### config.mk
export PLATFORM = sky130hd
export DESIGN_NAME = pp_port
export DESIGN_NICKNAME = d
export VERILOG_FILES = /design/src/pp_pkg.sv /design/src/pp_buf2.sv /design/src/pp_port.sv /design/src/pp_sync.sv
export SDC_FILE = /design/constraint.sdc
export NUM_CORES = 1
export LEC_CHECK = 0
export ABC_AREA = 1
export BUFFER_PORTS_ARGS = -buffer_cell sky130_fd_sc_hd__buf_4
export CAP_MARGIN = 5
export CORE_ASPECT_RATIO = 1.75
export CORE_MARGIN = 5
export CORE_UTILIZATION = 55
export CTS_CLUSTER_DIAMETER = 30
export DETAILED_ROUTE_END_ITERATION = 10
export HOLD_SLACK_MARGIN = 0.1
export PLACE_DENSITY = 0.76
export SETUP_SLACK_MARGIN = 0.2
export SYNTH_ARGS = -nofsm -noshare
export SYNTH_HDL_FRONTEND = slang
export SYNTH_SLANG_ARGS = --single-unit
export TNS_END_PERCENT = 30
### constraint.sdc
create_clock -name clk -period 4.4 [get_ports clk]
set_clock_uncertainty 0.05 [all_clocks]
set_input_delay 0.66 -clock clk [delete_from_list [all_inputs] [get_ports clk]]
set_output_delay 0.66 -clock clk [all_outputs]
set_load 0.005 [all_outputs]
### src/pp_pkg.sv
// shared constants and types for the parallel port pin engine
package pp_pkg;
  localparam int PP_DW = 8;
  localparam int PP_NIB = 4;
  localparam int PP_SYNC_W = 13;
  localparam int PP_CLK_NS = 100;
  localparam int PP_SETUP_NS = 600;
  localparam int PP_STROBE_NS = 600;
  localparam int PP_EPP_TMO_US = 10000;
  localparam int PP_SETUP_CYC = (PP_SETUP_NS + PP_CLK_NS - 1) / PP_CLK_NS;
  localparam int PP_STROBE_CYC = (PP_STROBE_NS + PP_CLK_NS - 1) / PP_CLK_NS;
  localparam int PP_EPP_TMO_CYC = (PP_EPP_TMO_US * 1000) / PP_CLK_NS;
  localparam int PP_CNT_W = 17;
  localparam int PP_BUF_DEPTH = 2;

  typedef enum logic [1:0] {
    PP_COMPAT = 2'b00,
    PP_NIBBLE = 2'b01,
    PP_EPP = 2'b10,
    PP_ECP = 2'b11
  } pp_mode_e;

  typedef enum logic [3:0] {
    S_IDLE = 4'b0000,
    S_CSET = 4'b0001,
    S_CSTB = 4'b0010,
    S_CWAIT = 4'b0011,
    S_NWAIT = 4'b0100,
    S_NTAKE = 4'b0101,
    S_ESET = 4'b0110,
    S_ESTB = 4'b0111,
    S_FSET = 4'b1000,
    S_FCLK = 4'b1001,
    S_FREL = 4'b1010,
    S_RREQ = 4'b1011,
    S_RWAIT = 4'b1100,
    S_RACK = 4'b1101
  } pp_state_e;
endpackage

### src/pp_buf2.sv
// two-entry buffer between the pin engine and the receive stream
`timescale 1ns/100ps
module pp_buf2 #(
  parameter int W = 9,
  parameter int DEPTH = 2
) (
  input wire logic clk,
  input wire logic rst_n,
  input wire logic ce,
  input wire logic in_valid,
  output logic in_ready,
  input wire logic [W-1:0] in_data,
  output logic out_valid,
  input wire logic out_ready,
  output logic [W-1:0] out_data
);
  localparam int AW = $clog2(DEPTH);
  logic [W-1:0] mem [DEPTH];
  logic [AW-1:0] wp;
  logic [AW-1:0] rp;
  logic [AW:0] cnt;
  logic push;
  logic pop;

  assign in_ready = (cnt != (AW+1)'(DEPTH));
  assign out_valid = (cnt != '0);
  assign out_data = mem[rp];
  assign push = ce && in_valid && in_ready;
  assign pop = ce && out_valid && out_ready;

  always_ff @(posedge clk or negedge rst_n)
  begin
    if (!rst_n)
    begin
      wp <= '0;
      rp <= '0;
      cnt <= '0;
    end
    else
    begin
      if (push)
        wp <= (wp == AW'(DEPTH - 1)) ? '0 : wp + 1'b1;
      if (pop)
        rp <= (rp == AW'(DEPTH - 1)) ? '0 : rp + 1'b1;
      if (push && !pop)
        cnt <= cnt + 1'b1;
      else if (pop && !push)
        cnt <= cnt - 1'b1;
    end
  end

  always_ff @(posedge clk)
  begin
    if (push)
      mem[wp] <= in_data;
  end
endmodule

### src/pp_port.sv
// parallel port pin engine: compatibility, nibble, EPP and ECP handshakes
`timescale 1ns/100ps
module pp_port
  import pp_pkg::*;
#(
  parameter int EPP_TMO_CYC = pp_pkg::PP_EPP_TMO_CYC
) (
  input wire logic clk,
  input wire logic rst_n,
  input wire logic ce,
  input wire pp_pkg::pp_mode_e mode,
  input wire logic prn_init,
  input wire logic prn_autolf,
  input wire logic prn_select,
  input wire logic tx_valid,
  output logic tx_ready,
  input wire logic [pp_pkg::PP_DW-1:0] tx_data,
  input wire logic tx_cmd,
  input wire logic rd_req,
  input wire logic rd_addr,
  input wire logic rev_en,
  output logic rx_valid,
  input wire logic rx_ready,
  output logic [pp_pkg::PP_DW-1:0] rx_data,
  output logic rx_cmd,
  output logic epp_timeout,
  output logic periph_intr,
  output logic periph_req,
  output logic paper_out,
  output logic online,
  output logic fault,
  output logic link_idle,
  output logic strobe_n,
  output logic autofd_n,
  output logic slctin_n,
  output logic init_n,
  input wire logic ack_n,
  input wire logic busy,
  input wire logic pe,
  input wire logic slct,
  input wire logic error_n,
  input wire logic [pp_pkg::PP_DW-1:0] pd_i,
  output logic [pp_pkg::PP_DW-1:0] pd_o,
  output logic pd_oe
);
  import pp_pkg::*;

  function automatic logic is_1284(input pp_mode_e m);
    is_1284 = (m == PP_NIBBLE) || (m == PP_ECP);
  endfunction

  logic rst_q;
  logic rst_s_n;
  logic [PP_SYNC_W-1:0] sync_in;
  logic [PP_SYNC_W-1:0] sync_out;
  logic ack_s;
  logic busy_s;
  logic pe_s;
  logic slct_s;
  logic err_s;
  logic [PP_DW-1:0] pd_s;
  pp_state_e state;
  pp_state_e next_state;
  pp_mode_e cur_mode;
  pp_mode_e next_mode;
  logic [PP_CNT_W-1:0] tcnt;
  logic [PP_DW-1:0] out_byte;
  logic out_cmd;
  logic e_wr;
  logic e_addr;
  logic nib_hi;
  logic [PP_NIB-1:0] nib_lo;
  logic hold_valid;
  logic [PP_DW-1:0] hold_data;
  logic hold_cmd;
  logic hold_ready;
  logic tmo_hit;
  logic next_strobe_n;
  logic next_autofd_n;
  logic next_slctin_n;
  logic next_init_n;
  logic next_pd_oe;

  always_ff @(posedge clk or negedge rst_n)
  begin
    if (!rst_n)
    begin
      rst_q <= 1'b0;
      rst_s_n <= 1'b0;
    end
    else
    begin
      rst_q <= 1'b1;
      rst_s_n <= rst_q;
    end
  end

  assign sync_in = {pd_i, ack_n, busy, pe, slct, error_n};

  pp_sync #(
    .W(PP_SYNC_W)
  ) u_sync (
    .clk(clk),
    .rst_n(rst_s_n),
    .ce(ce),
    .din(sync_in),
    .dout(sync_out)
  );

  assign {pd_s, ack_s, busy_s, pe_s, slct_s, err_s} = sync_out;

  // status reinterpreted per mode
  assign paper_out = pe_s;
  assign online = slct_s;
  assign fault = (cur_mode == PP_COMPAT) && !err_s;
  assign periph_intr = (cur_mode == PP_EPP) && !ack_s;
  assign periph_req = (cur_mode == PP_ECP) && !err_s;
  assign link_idle = (state == S_IDLE);
  assign tmo_hit = (tcnt == PP_CNT_W'(EPP_TMO_CYC - 1));

  // forward bytes are taken only from idle; compat and EPP also wait for busy low, ECP only for rev_en low
  always_comb
  begin
    tx_ready = 1'b0;
    if (ce && state == S_IDLE)
    begin
      case (mode)
        PP_COMPAT: tx_ready = !busy_s;
        PP_EPP: tx_ready = !busy_s && !rd_req;
        PP_ECP: tx_ready = !rev_en;
        default: tx_ready = 1'b0;
      endcase
    end
  end

  always_comb
  begin
    next_state = state;
    case (state)
      S_IDLE:
      begin
        if (tx_valid && tx_ready)
        begin
          case (mode)
            PP_COMPAT: next_state = S_CSET;
            PP_EPP: next_state = S_ESET;
            default: next_state = S_FSET;
          endcase
        end
        else if (ce && rd_req && !hold_valid && mode == PP_NIBBLE)
          next_state = S_NWAIT;
        else if (ce && rd_req && !hold_valid && mode == PP_EPP && !busy_s)
          next_state = S_ESET;
        else if (ce && rev_en && mode == PP_ECP)
          next_state = S_RREQ;
      end
      S_CSET: if (tcnt == PP_CNT_W'(PP_SETUP_CYC - 1)) next_state = S_CSTB;
      S_CSTB: if (tcnt == PP_CNT_W'(PP_STROBE_CYC - 1)) next_state = S_CWAIT;
      S_CWAIT: if (!busy_s) next_state = S_IDLE;
      S_NWAIT: if (!ack_s && !hold_valid) next_state = S_NTAKE;
      S_NTAKE: if (ack_s) next_state = nib_hi ? S_NWAIT : S_IDLE;
      S_ESET: next_state = S_ESTB;
      S_ESTB: if (busy_s || tmo_hit) next_state = S_IDLE;
      S_FSET: next_state = S_FCLK;
      S_FCLK: if (busy_s) next_state = S_FREL;
      S_FREL: if (!busy_s) next_state = S_IDLE;
      S_RREQ:
      begin
        if (!rev_en)
          next_state = S_IDLE;
        else if (!pe_s)
          next_state = S_RWAIT;
      end
      S_RWAIT:
      begin
        if (!rev_en)
          next_state = S_IDLE;
        else if (!ack_s && !hold_valid)
          next_state = S_RACK;
      end
      S_RACK: if (ack_s) next_state = S_RWAIT;
      default: next_state = S_IDLE;
    endcase
  end

  assign next_mode = (state == S_IDLE) ? mode : cur_mode;

  always_ff @(posedge clk or negedge rst_s_n)
  begin
    if (!rst_s_n)
    begin
      state <= S_IDLE;
      cur_mode <= PP_COMPAT;
    end
    else if (ce)
    begin
      state <= next_state;
      cur_mode <= next_mode;
    end
  end

  // one shared timer: setup and strobe width in compat, timeout in EPP
  always_ff @(posedge clk or negedge rst_s_n)
  begin
    if (!rst_s_n)
      tcnt <= '0;
    else if (ce)
    begin
      if (next_state != state)
        tcnt <= '0;
      else
        tcnt <= tcnt + 1'b1;
    end
  end

  always_ff @(posedge clk or negedge rst_s_n)
  begin
    if (!rst_s_n)
      epp_timeout <= 1'b0;
    else if (ce)
      epp_timeout <= (state == S_ESTB) && !busy_s && tmo_hit;
  end

  // forward byte and EPP cycle kind, latched when a cycle starts
  always_ff @(posedge clk or negedge rst_s_n)
  begin
    if (!rst_s_n)
    begin
      out_byte <= '0;
      out_cmd <= 1'b0;
      e_wr <= 1'b0;
      e_addr <= 1'b0;
    end
    else if (ce && state == S_IDLE && next_state != S_IDLE)
    begin
      if (tx_valid && tx_ready)
      begin
        out_byte <= tx_data;
        out_cmd <= tx_cmd;
        e_wr <= 1'b1;
        e_addr <= tx_cmd;
      end
      else
      begin
        e_wr <= 1'b0;
        e_addr <= rd_addr;
      end
    end
  end

  // receive capture: nibbles, EPP reads and ECP reverse bytes
  always_ff @(posedge clk or negedge rst_s_n)
  begin
    if (!rst_s_n)
    begin
      nib_hi <= 1'b0;
      nib_lo <= '0;
      hold_valid <= 1'b0;
      hold_data <= '0;
      hold_cmd <= 1'b0;
    end
    else if (ce)
    begin
      if (hold_valid && hold_ready)
        hold_valid <= 1'b0;
      if (state == S_NWAIT && next_state == S_NTAKE)
      begin
        if (nib_hi)
        begin
          hold_valid <= 1'b1;
          hold_data <= {busy_s, pe_s, slct_s, err_s, nib_lo};
          hold_cmd <= 1'b0;
        end
        else
          nib_lo <= {busy_s, pe_s, slct_s, err_s};
        nib_hi <= !nib_hi;
      end
      else if (state == S_ESTB && busy_s && !e_wr)
      begin
        hold_valid <= 1'b1;
        hold_data <= pd_s;
        hold_cmd <= e_addr;
      end
      else if (state == S_RWAIT && next_state == S_RACK)
      begin
        hold_valid <= 1'b1;
        hold_data <= pd_s;
        hold_cmd <= !busy_s;
      end
    end
  end

  pp_buf2 #(
    .W(PP_DW + 1),
    .DEPTH(PP_BUF_DEPTH)
  ) u_buf (
    .clk(clk),
    .rst_n(rst_s_n),
    .ce(ce),
    .in_valid(hold_valid),
    .in_ready(hold_ready),
    .in_data({hold_cmd, hold_data}),
    .out_valid(rx_valid),
    .out_ready(rx_ready),
    .out_data({rx_cmd, rx_data})
  );

  // pin levels follow the state being entered, so pins and state change together
  always_comb
  begin
    next_strobe_n = 1'b1;
    next_autofd_n = 1'b1;
    next_slctin_n = is_1284(next_mode);
    next_init_n = 1'b1;
    next_pd_oe = 1'b0;
    case (next_mode)
      PP_COMPAT:
      begin
        next_strobe_n = (next_state != S_CSTB);
        next_autofd_n = !prn_autolf;
        next_slctin_n = !prn_select;
        next_init_n = !prn_init;
        next_pd_oe = 1'b1;
      end
      PP_NIBBLE:
        next_autofd_n = (next_state != S_NWAIT);
      PP_EPP:
      begin
        if (next_state == S_ESET || next_state == S_ESTB)
        begin
          next_strobe_n = !e_wr_next();
          next_pd_oe = e_wr_next();
        end
        next_autofd_n = !(next_state == S_ESTB && !e_addr_next());
        next_slctin_n = !(next_state == S_ESTB && e_addr_next());
        next_init_n = !prn_init;
      end
      default:
      begin
        if (next_state == S_RREQ || next_state == S_RWAIT || next_state == S_RACK)
        begin
          next_init_n = 1'b0;
          // HostAck low while ready for a byte, high once PeriphClk is seen low
          next_autofd_n = (next_state == S_RACK);
        end
        else
        begin
          next_strobe_n = (next_state != S_FCLK);
          next_autofd_n = !out_cmd_next();
          next_pd_oe = 1'b1;
        end
      end
    endcase
  end

  // cycle attributes as they will stand after this edge
  function automatic logic starting();
    starting = (state == S_IDLE) && (next_state != S_IDLE);
  endfunction

  function automatic logic e_wr_next();
    e_wr_next = starting() ? (tx_valid && tx_ready) : e_wr;
  endfunction

  function automatic logic e_addr_next();
    e_addr_next = starting() ? ((tx_valid && tx_ready) ? tx_cmd : rd_addr) : e_addr;
  endfunction

  function automatic logic out_cmd_next();
    out_cmd_next = (starting() && tx_valid && tx_ready) ? tx_cmd : out_cmd;
  endfunction

  always_ff @(posedge clk or negedge rst_s_n)
  begin
    if (!rst_s_n)
    begin
      strobe_n <= 1'b1;
      autofd_n <= 1'b1;
      slctin_n <= 1'b1;
      init_n <= 1'b1;
      pd_oe <= 1'b0;
      pd_o <= '0;
    end
    else if (ce)
    begin
      strobe_n <= next_strobe_n;
      autofd_n <= next_autofd_n;
      slctin_n <= next_slctin_n;
      init_n <= next_init_n;
      pd_oe <= next_pd_oe;
      if (starting() && tx_valid && tx_ready)
        pd_o <= tx_data;
    end
  end

  property p_strobe_width;
    @(posedge clk) disable iff (!rst_s_n)
    ce && $fell(strobe_n) && cur_mode == PP_COMPAT |-> !strobe_n [*6];
  endproperty
  a_strobe_width: assert property (p_strobe_width)
    else $error("compat strobe shorter than its width");

  property p_no_send_busy;
    @(posedge clk) disable iff (!rst_s_n)
    ce && state == S_IDLE && busy_s |=> state != S_CSET;
  endproperty
  a_no_send_busy: assert property (p_no_send_busy)
    else $error("compat byte taken while printer busy");

  property p_compat_ctl;
    @(posedge clk) disable iff (!rst_s_n)
    ce && $past(ce) && cur_mode == PP_COMPAT && $past(state) == S_IDLE && state != S_IDLE
      |-> autofd_n == !$past(prn_autolf) && slctin_n == !$past(prn_select)
        && init_n == !$past(prn_init);
  endproperty
  a_compat_ctl: assert property (p_compat_ctl)
    else $error("compat control pins do not follow their inputs");

  property p_hostbusy;
    @(posedge clk) disable iff (!rst_s_n)
    ce && state == S_NWAIT && !ack_s && !hold_valid |=> state == S_NTAKE && autofd_n;
  endproperty
  a_hostbusy: assert property (p_hostbusy)
    else $error("HostBusy not raised after nibble capture");

  property p_active_1284;
    @(posedge clk) disable iff (!rst_s_n)
    is_1284(cur_mode) && $past(is_1284(cur_mode)) |-> slctin_n;
  endproperty
  a_active_1284: assert property (p_active_1284)
    else $error("1284Active low in a 1284 mode");

  property p_epp_strobes;
    @(posedge clk) disable iff (!rst_s_n)
    state == S_ESTB |-> strobe_n == !e_wr && autofd_n == e_addr && slctin_n == !e_addr;
  endproperty
  a_epp_strobes: assert property (p_epp_strobes)
    else $error("EPP strobes wrong for cycle kind");

  property p_epp_end;
    @(posedge clk) disable iff (!rst_s_n)
    ce && state == S_ESTB && busy_s |=> state == S_IDLE && autofd_n && slctin_n && strobe_n;
  endproperty
  a_epp_end: assert property (p_epp_end)
    else $error("EPP cycle not ended when wait went high");

  property p_epp_tmo;
    @(posedge clk) disable iff (!rst_s_n)
    ce && state == S_ESTB && !busy_s && tmo_hit |=> epp_timeout && state == S_IDLE;
  endproperty
  a_epp_tmo: assert property (p_epp_tmo)
    else $error("EPP timeout did not abort the cycle");

  property p_ecp_fwd;
    @(posedge clk) disable iff (!rst_s_n)
    ce && state == S_FCLK && busy_s |=> strobe_n && state == S_FREL;
  endproperty
  a_ecp_fwd: assert property (p_ecp_fwd)
    else $error("HostClk not released after PeriphAck");

  property p_ecp_rev;
    @(posedge clk) disable iff (!rst_s_n)
    state == S_RREQ || state == S_RWAIT || state == S_RACK |-> !init_n;
  endproperty
  a_ecp_rev: assert property (p_ecp_rev)
    else $error("reverse request not held low");
endmodule

### src/pp_sync.sv
// two-flop synchroniser for the peripheral status and data pins
`timescale 1ns/100ps
module pp_sync #(
  parameter int W = 1
) (
  input wire logic clk,
  input wire logic rst_n,
  input wire logic ce,
  input wire logic [W-1:0] din,
  output logic [W-1:0] dout
);
  logic [W-1:0] meta;

  always_ff @(posedge clk or negedge rst_n)
  begin
    if (!rst_n)
    begin
      meta <= '0;
      dout <= '0;
    end
    else if (ce)
    begin
      meta <= din;
      dout <= meta;
    end
  end
endmodule
-- Word level (Yosys, flattened, before mapping)
Memory sizes are Yosys's and may differ from the RTL's.
Cells that the tools add are included.
- bits in read-only memories: 0
- word-level logic and storage cells: 195
- register bits after elaboration: 87
- input bits: 35
- memories kept: 1
- latch bits: 0
- RAM bits: 18
- memory list (name ; words ; bits a word ; read ports ; clocked after Yosys merged registers in ; wr ports ; line ; text):
    u_buf.mem ; 2 ; 9 ; 1 ; 0 ; 1 ; pp_buf2.sv:18 ; logic [W-1:0] mem [DEPTH];
- div/mod/pow operators: 0
- equal/unequal tests: 35
- shift-type cells: 0
- multipliers: 0
- magnitude comparators: 0
- reductions and logical operators: 71
- mux-type cells: 57
- add/subtract/negate cells: 5
- bitwise operators: 1
- operators with widths (cell ; number):
    2-to-1 mux 4 bit ; 16
    case mux 4 bit (13 select lines) ; 1
    == test 4 bit, second input constant ; 9
    logical AND 1 bit ; 33
    2-to-1 mux 8 bit ; 4
    == test 4 x 3 -> 1 bit, second input constant ; 7
    2-to-1 mux 1 bit ; 24
    zero test 1 bit ; 18
    adder 17 x 1 -> 17 bit, second input constant ; 1
    == test 17 bit, second input constant ; 1
    == test 17 x 3 -> 1 bit, second input constant ; 1
    2-to-1 mux 17 bit ; 1
    == test 2 bit, second input constant ; 6
    case mux 1 bit (3 select lines) ; 4
    == test 4 x 2 -> 1 bit, second input constant ; 2
    case mux 4 bit (2 select lines) ; 1
    zero test 2 bit ; 3
    2-to-1 mux 2 bit ; 3
    AND reduction 2 bit ; 3
    AND reduction 3 bit ; 2
    logical OR 1 bit ; 5
    == test 2 x 1 -> 1 bit, second input constant ; 2
    == test 4 x 1 -> 1 bit, second input constant ; 1
    zero test 4 bit ; 1
    15 further kinds ; 20

-- Longest topological paths before layout
Gate-level depths: netlist (run 1).
- word-level depth: 16
- mapped depth: 20
- mapped depth without buffers: 20

-- Hierarchy
Synthesis (run 1) repeated with hierarchy kept, for this count alone.
- cell total of the unflattened synthesis: 662
- area total of the unflattened synthesis: 5330.1 um^2
- modules (own cells, without submodules) (module ; times used ; area each (um^2) ; sequential area each (um^2) ; cells each):
    pp_port ; 1 ; 3419.5 ; 1431.4 ; 474
    pp_sync ; 1 ; 1023.5 ; 650.6 ; 110
    pp_buf2 ; 1 ; 887.1 ; 640.6 ; 78

-- Least setup slack after synthesis (run 1)
No wires, ideal clock.
- kind: input port to flip-flop
- start: input port ce
- end: register tcnt[16]
- arrival time: 2.100 ns
- library setup time: 0.124 ns
- stages: 12
- slack: 2.127 ns
- path buffers: 1
- cell sequence: buf_4 nand3_1 nor2_1 nand3_1 nor3_1 nand2_1 nor2_1 nand3_1 nor2_1 nand2_1 xor2_1 nor2_4
- cells in the longest elaborated chain, start to end: 10
- ends and longest elaborated chain (element ; line ; text):
    start, declared ; pp_port.sv:10 ; input wire logic ce,
    logical AND 1 bit (2 in a row) ; pp_port.sv:150, pp_port.sv:152 ;
    logical AND 1 bit (2 in a row) ; pp_port.sv:152 ; else if (ce && rd_req && !hold_valid && mode == PP_EPP && !busy_s)
    2-to-1 mux 4 bit ; pp_port.sv:152 ;
    2-to-1 mux 4 bit ; pp_port.sv:150 ; else if (ce && rd_req && !hold_valid && mode == PP_NIBBLE)
    2-to-1 mux 4 bit ; pp_port.sv:142 ; if (tx_valid && tx_ready)
    case mux 4 bit (13 select lines) ; pp_port.sv:139 ; case (state)
    inequality test 4 bit ; pp_port.sv:209 ; if (next_state != state)
    2-to-1 mux 17 bit ; pp_port.sv:209 ;
    end signal, assigned ; pp_port.sv:212 ; tcnt <= tcnt + 1'b1;
    end, declared ; pp_port.sv:66 ; logic [PP_CNT_W-1:0] tcnt;
Parallel ways exist; a longest one is shown, timed or not.
A chain may end at the register's enable or synchronous reset.

-- Worst setup path after layout (run 1)
Same ends and word-level chain as after synthesis.

==> flow_summary.yaml, run 1 <==
run_status:
  status: "finished, final reports clean"
global_routing:
  grt_pass1_vias: 4272
  track_usage: 0.1991
  overflow: 0
  grt_pass1_wl_microns: 19140
  grt_max_degree: 86
  antenna_found_initial: 0
clock_tree:
  h-tree-depth: 3
  cts.sinks: 105
  ctsResizeCount: 0
  clk_root_buffer_cell: "clkbuf_16"
  cts_buffers: 9
  cts_tree: "yes"
  cts_buffer_depth: 2
  clk_pin_slew_worst_paths_ps: 70
  clock_latency_ps: 350
routing:
  post_drt_wl_per_cell_microns: 13.47
  drt_pass1_iterations: 5
  dr_wl_met3_microns: 539
  ant_nets: 0
  wl_met2_microns: 5820
  drc: 0
  routed_wirelength_microns: 11290
  top_layer_used: "met4"
  drt-vias-per-instance: 5.184
  wl_met1_microns: 4486
  num_vias: 4344
  drt_iter0_drc: 188
cells_and_area:
  layout.cells.non_filler: 838
  multi_input_comb_area_sq_mm: 0.002235
  num_antenna_cells: 0
  areaGrowthSynthToFinish_pct: 16.82
  final_layout_size_suffix_gt1_frac: 0.1704
  fillers: 812
  final-seq-area_sq_mm: 0.002726
  postLayoutCellArea_sq_mm: 0.006180
  nets: 749
sta:
  period_share: 0.6306
  maxSlewHeadroom: 0.2974
  tightestPinTransition_ps: 1054
  finalHoldViolCount: 0
  fin_setup_tns_ps: 0
  fin_crit_ps: 2775
  drv_slew: 0
  timing.fmax_mhz: 360.4
  worst_slack_ps: 1625
  setup_viol: 0
  rsz0062_at_grt: "no"
min_path:
  holdPathEnd: "rst_s_n"
  hp-start: "rst_q"
  min_path_type: "register to register"
  hold_depth: 0
die:
  start_util: 0.5587
  die_w_microns: 84.14
  die_area_sq_mm: 0.01176
  fp-row-count: 47
  dieHeight_microns: 139.7
  pin_count: 66
  core_area_sq_mm: 0.009468
critical_path:
  cp.arrival_ps: 2940
  crit_type: "primary input to register"
  critPathLaunchType: "primary input"
  worstReg2RegEnd: "tcnt[14]"
  cp_slowest_cell: "buf_4"
  crit_chain: "buf_4 -> buf_4 -> nand3_1 -> nor2_1 -> nand3_1 -> nor3_1 -> nand2_1 -> nor2_1 -> nand3_1 -> nor2_1 -> nand2_1 -> xor2_1 -> nor2_4"
  reg2reg_slack_ps: 1730
  cp_max_fo: 52
  r2r_start: "u_sync.dout[3]"
  crit_required_ps: 4570
  reg2regPathDepth: 12
  end_kind: "register"
  slowest_delay_ps: 440
synth:
  ys_async_sr_fraction: 0.8286
  yosysWarningCount: 0
  netlist_instances: 650
  synth_edf_count: 18
  ys_ff_latch: 105
  synth_area_leaders: "dfrtp_1, nand2_1, edfxtp_1"
  synthTopCellsByCount: "nand2_1, dfrtp_1, inv_1, nor2_1, o21ai_0"
  synth_top_area_frac: 0.3926
  yosysMostFrequentCell: "nand2_1"
  ys.flop_type: "dfrtp_1"
  synth.net_count: 688
  syn_avg_cell_area_sq_um: 8.139
  ys_seq_area_frac: 0.5147
  yosys.cell_types.count: 44
  yosysTopAreaCell: "dfrtp_1"
  mappedNetlistArea_sq_mm: 0.005290
placed_design:
  dp_worst_setup_slack_ps: 1325
  finalWeightedCongestion: 0.9753
  dp_hpwl_microns: 8323
  dp.cells: 821
  port_buffers: 65
  placed_area_sq_mm: 0.005849
power_and_ir_drop:
  leakagePower_nw: 3.069
  ir_drop_mv: 0.3937
  p_total_mw: 3.688
  powerDensity_mw_per_mm2: 596.7
job:
  cap_violations: 0
==> critical path: cells and delay by family <==
family | cells | cell delay [ps]
simple gates | 10 | 1490
buf+inv | 2 | 560
xor+xnor | 1 | 240
==> sequential cells by signal, indices dropped and copies added (netlist names), 2 cells and up <==
| signal | count |
|---|---|
| nib_lo | 4 |
| u_sync.meta | 13 |
| u_buf.cnt | 2 |
| tcnt | 17 |
| pd_o | 8 |
| u_buf.mem | 18 |
| cur_mode | 2 |
| state | 4 |
| hold_data | 8 |
| u_sync.dout | 13 |
==> layer usage <==
layer,vias to the layer above,track usage
met1,2002,0.2297
met2,127,0.3447
li1,2177,-
met5,-,0
met4,0,0.1008
met3,38,0.04140
==> layout by cell type (no fill, tap or decap), types with 6 or more instances in the layout <==
cell	n
nor3_1	9
clkbuf_16	9
nor2_4	12
edfxtp_1	18
buf_4	67
inv_1	52
inv_2	6
nand4_1	10
o21ai_0	47
nand3_1	31
nor2_1	52
xor2_1	11
dfrtp_1	82
nand2_1	249
==> per-stage QoR <==
stage | hold slack, ps | util
after floorplan | 281.2 | -
after global placement | 293.9 | 0.6178
after detailed placement | 295.0 | 0.6178
after CTS | 322.5 | 0.6527
after global routing | 340.8 | 0.6527
final | 316.4 | 0.6527
==> cell families after synthesis <==
family | count (synthesis) | share of synthesized area
AO/OA/AOI/OAI | 61 | 0.06126
XOR/XNOR | 16 | 0.02791
adder cells (fa/ha/maj) | 3 | 0.007096
buffers and inverters | 80 | 0.06291
flip-flops | 105 | 0.5147
other | 1 | 0.0007089
AND/OR/NAND/NOR | 384 | 0.3254
==> what timing repair did <==
| item | in CTS | in global routing |
|---|---|---|
| hold endpoints to repair | 2 | 0 |
| hold buffers | 1 | 0 |
| buffers inserted | 0 | 0 |
==> where the power goes <==
group	leakage, nW	internal, mW	switching [mW]	total, mW
Clock	0.159	0.481	0.352	0.833
Sequential	1.27	1.24	0.192	1.43
Combinational	1.64	0.539	0.882	1.42
Total	3.07	2.26	1.43	3.69
==> how the worst max path moves through the flow <==
stage	start	end	slack, ps	cells after the start
floorplan	rst_s_n	cur_mode[0]	1750	0
global placement	ce	tcnt[14]	1420	16
detailed placement	ce	tcnt[14]	1320	16
CTS	ce	tcnt[16]	1660	13
global route	ce	tcnt[16]	1400	13
finish	ce	tcnt[16]	1630	13
==> layout make-up <==
| cell class | count | area share |
|---|---|---|
| clock buffer | 11 | 0.04090 |
| clock inverter | 5 | 0.01093 |
| inverter | 62 | 0.03766 |
| multi-input combinational | 465 | 0.3616 |
| sequential | 105 | 0.4412 |
| tap | 122 | 0.02470 |
| timing repair buffer | 68 | 0.08301 |
Power figures use the tool's default switching activity.
==> run 2, diff against run 1 <==
Settings changed: CORE_UTILIZATION 55 to 52.
Clock period 4.4 ns to 2.25 ns, I/O delays scaled along.
==> run 2 against run 1 <==
  * The run now ends with setup timing left
  * Via count up 9.3%
  * Worst setup slack got worse by 1700 ps
  * Wire length grew 16%
  * Largest power group is now combinational cells
==> flow_summary.yaml, run 2 (synthesized netlist as in run 1, its figures left out) <==
cells_and_area:
  final_layout_size_suffix_gt1_frac: 0.2981
  regMostFlops: "u_buf.mem"
  most-common-layout-cells: "nand2_1, buf_4, dfrtp_1, inv_1, nor2_1"
  top_regs: "u_buf.mem: 18 flops, tcnt: 17 flops"
  num_antenna_cells: 0
  fillers: 784
  largest_register_ffs: 18
  final-seq-area_sq_mm: 0.002730
  mostFrequentLayoutCell: "nand2_1"
  fin_util: 0.7005
  layout.cells.non_filler: 910
  nets: 818
  areaGrowthSynthToFinish_pct: 31.22
  multi_input_comb_area_sq_mm: 0.002426
critical_path:
  cp_max_fo: 6
  crit_type: "register to register"
  end_kind: "register"
  crit_required_ps: 2430
  cp.arrival_ps: 2460
  reg2reg_slack_ps: -30
  critPathLaunchType: "register"
sta:
  hold_ws_ps: 130.9
  worst_slack_ps: -30.69
  maxSlewHeadroom: 0.6082
  period_share: 1.014
  timing.fmax_mhz: 438.5
  finalHoldViolCount: 0
  fin_crit_ps: 2281
  setup_viol: 9
  rsz0062_at_grt: "yes"
  tightestPinTransition_ps: 585.9
  drv_slew: 0
  fin_setup_tns_ps: -213.7
clock_tree:
  h-tree-depth: 3
  cts.sinks: 105
  cts_buffer_depth: 2
  clk_pin_slew_worst_paths_ps: 70
  cts_tree: "yes"
  cts_buffers: 9
  clock_latency_ps: 340
  clk_root_buffer_cell: "clkbuf_16"
power_and_ir_drop:
  ir_drop_mv: 0.8980
  leakagePower_nw: 3.430
  powerDensity_mw_per_mm2: 1222
  p_total_mw: 8.480
routing:
  routed_wirelength_microns: 13080
  drt_iter0_drc: 220
  drt_pass1_iterations: 5
  drt-vias-per-instance: 5.215
  post_drt_wl_per_cell_microns: 14.37
  ant_nets: 0
  drc: 0
  num_vias: 4746
die:
  fp-row-count: 48
  start_util: 0.5338
  dieHeight_microns: 143.4
  pin_count: 66
  core_area_sq_mm: 0.009910
  die_w_microns: 86.25
  die_area_sq_mm: 0.01237
min_path:
  min_path_type: "primary input to register"
placed_design:
  finalWeightedCongestion: 0.8770
  dp_hpwl_microns: 9248
  dp.cells: 872
  port_buffers: 65
global_routing:
  overflow: 0
  grt_pass1_vias: 4762
  grt_pass1_wl_microns: 21180
  antenna_found_initial: 0
  grt_max_degree: 41
  track_usage: 0.2146
job:
  cap_violations: 0
run_status:
  violations: "setup timing"
  status: "finished with violations"
run 2: changes by cell type in the layout (fill, tap and decap cells not counted), moves of 5 or more:
cell,previous run,this run
buf_4,67,129
nand2_1,249,233
nand2_2,2,13
nand2_4,2,7
nand3_1,31,26
nor2_1,52,45
o21ai_0,47,42
run 2: worst paths after layout:
kind | endpoint | cells after the start | start
min reg2reg | u_sync.meta[9] | 0 | rst_s_n
min | pd_o[2] | 3 | tx_data[2]
min in group asynchronous | rst_s_n | 2 | rst_n
max | tcnt[10] | 14 | state[1]
max in group asynchronous | autofd_n | 1 | rst_s_n
max reg2reg | tcnt[10] | 14 | state[1]
run 2: power by group:
group / switching, mW / total [mW] / internal (mW)
clock network: 0.703 / 1.58 / 0.878
registers: 0.360 / 2.79 / 2.43
logic: 2.27 / 4.11 / 1.84
run 2: area by class of cell:
cell class	count	share of cell area
Tap cell	125	0.02253
Clock inverter	5	0.009553
Multi-Input combinational cell	465	0.3495
Timing Repair Buffer	137	0.1574
Clock buffer	11	0.03353
Sequential cell	105	0.3933
Inverter	62	0.03425
run 2: worst max-delay path: stages (launching register included):
cell     delay (ps)
dfrtp_1         430
buf_12          150
nor2_4          160
nand2_4          90
nor2_8          130
nand3_4         130
nand2_2         100
nand3_2         100
nand3_4         150
xor2_1          180
nor2_2           60
nand2_2          80
nand2_4          70
buf_4           140
and3_1          130
run 2: repair_timing:
action	in CTS	in global routing
resized for setup	26	40
hold buffers	1	0
pin swaps	11	22
setup buffers	15	6
setup endpoints to repair	25	33
endpoints found under the hold margin	2	0
run 2: metal layers:
| metal | share of wire | track usage | up-vias |
|---|---|---|---|
| met5 | 0 | 0 | - |
| met4 | 0.049 | 0.1207 | 0 |
| met3 | 0.050 | 0.04360 | 41 |
| met2 | 0.52 | 0.3713 | 151 |
| met1 | 0.38 | 0.2443 | 2240 |
| li1 | - | - | 2314 |
run 2: through the flow:
stage / cell area (sq um) / setup WS [ps]
floorplan: 5291 / 168.3
global placement: 6264 / -26.55
detailed placement: 6264 / -49.41
CTS: 6769 / 43.78
global route: 6942 / -185.3
finish: 6942 / -30.69
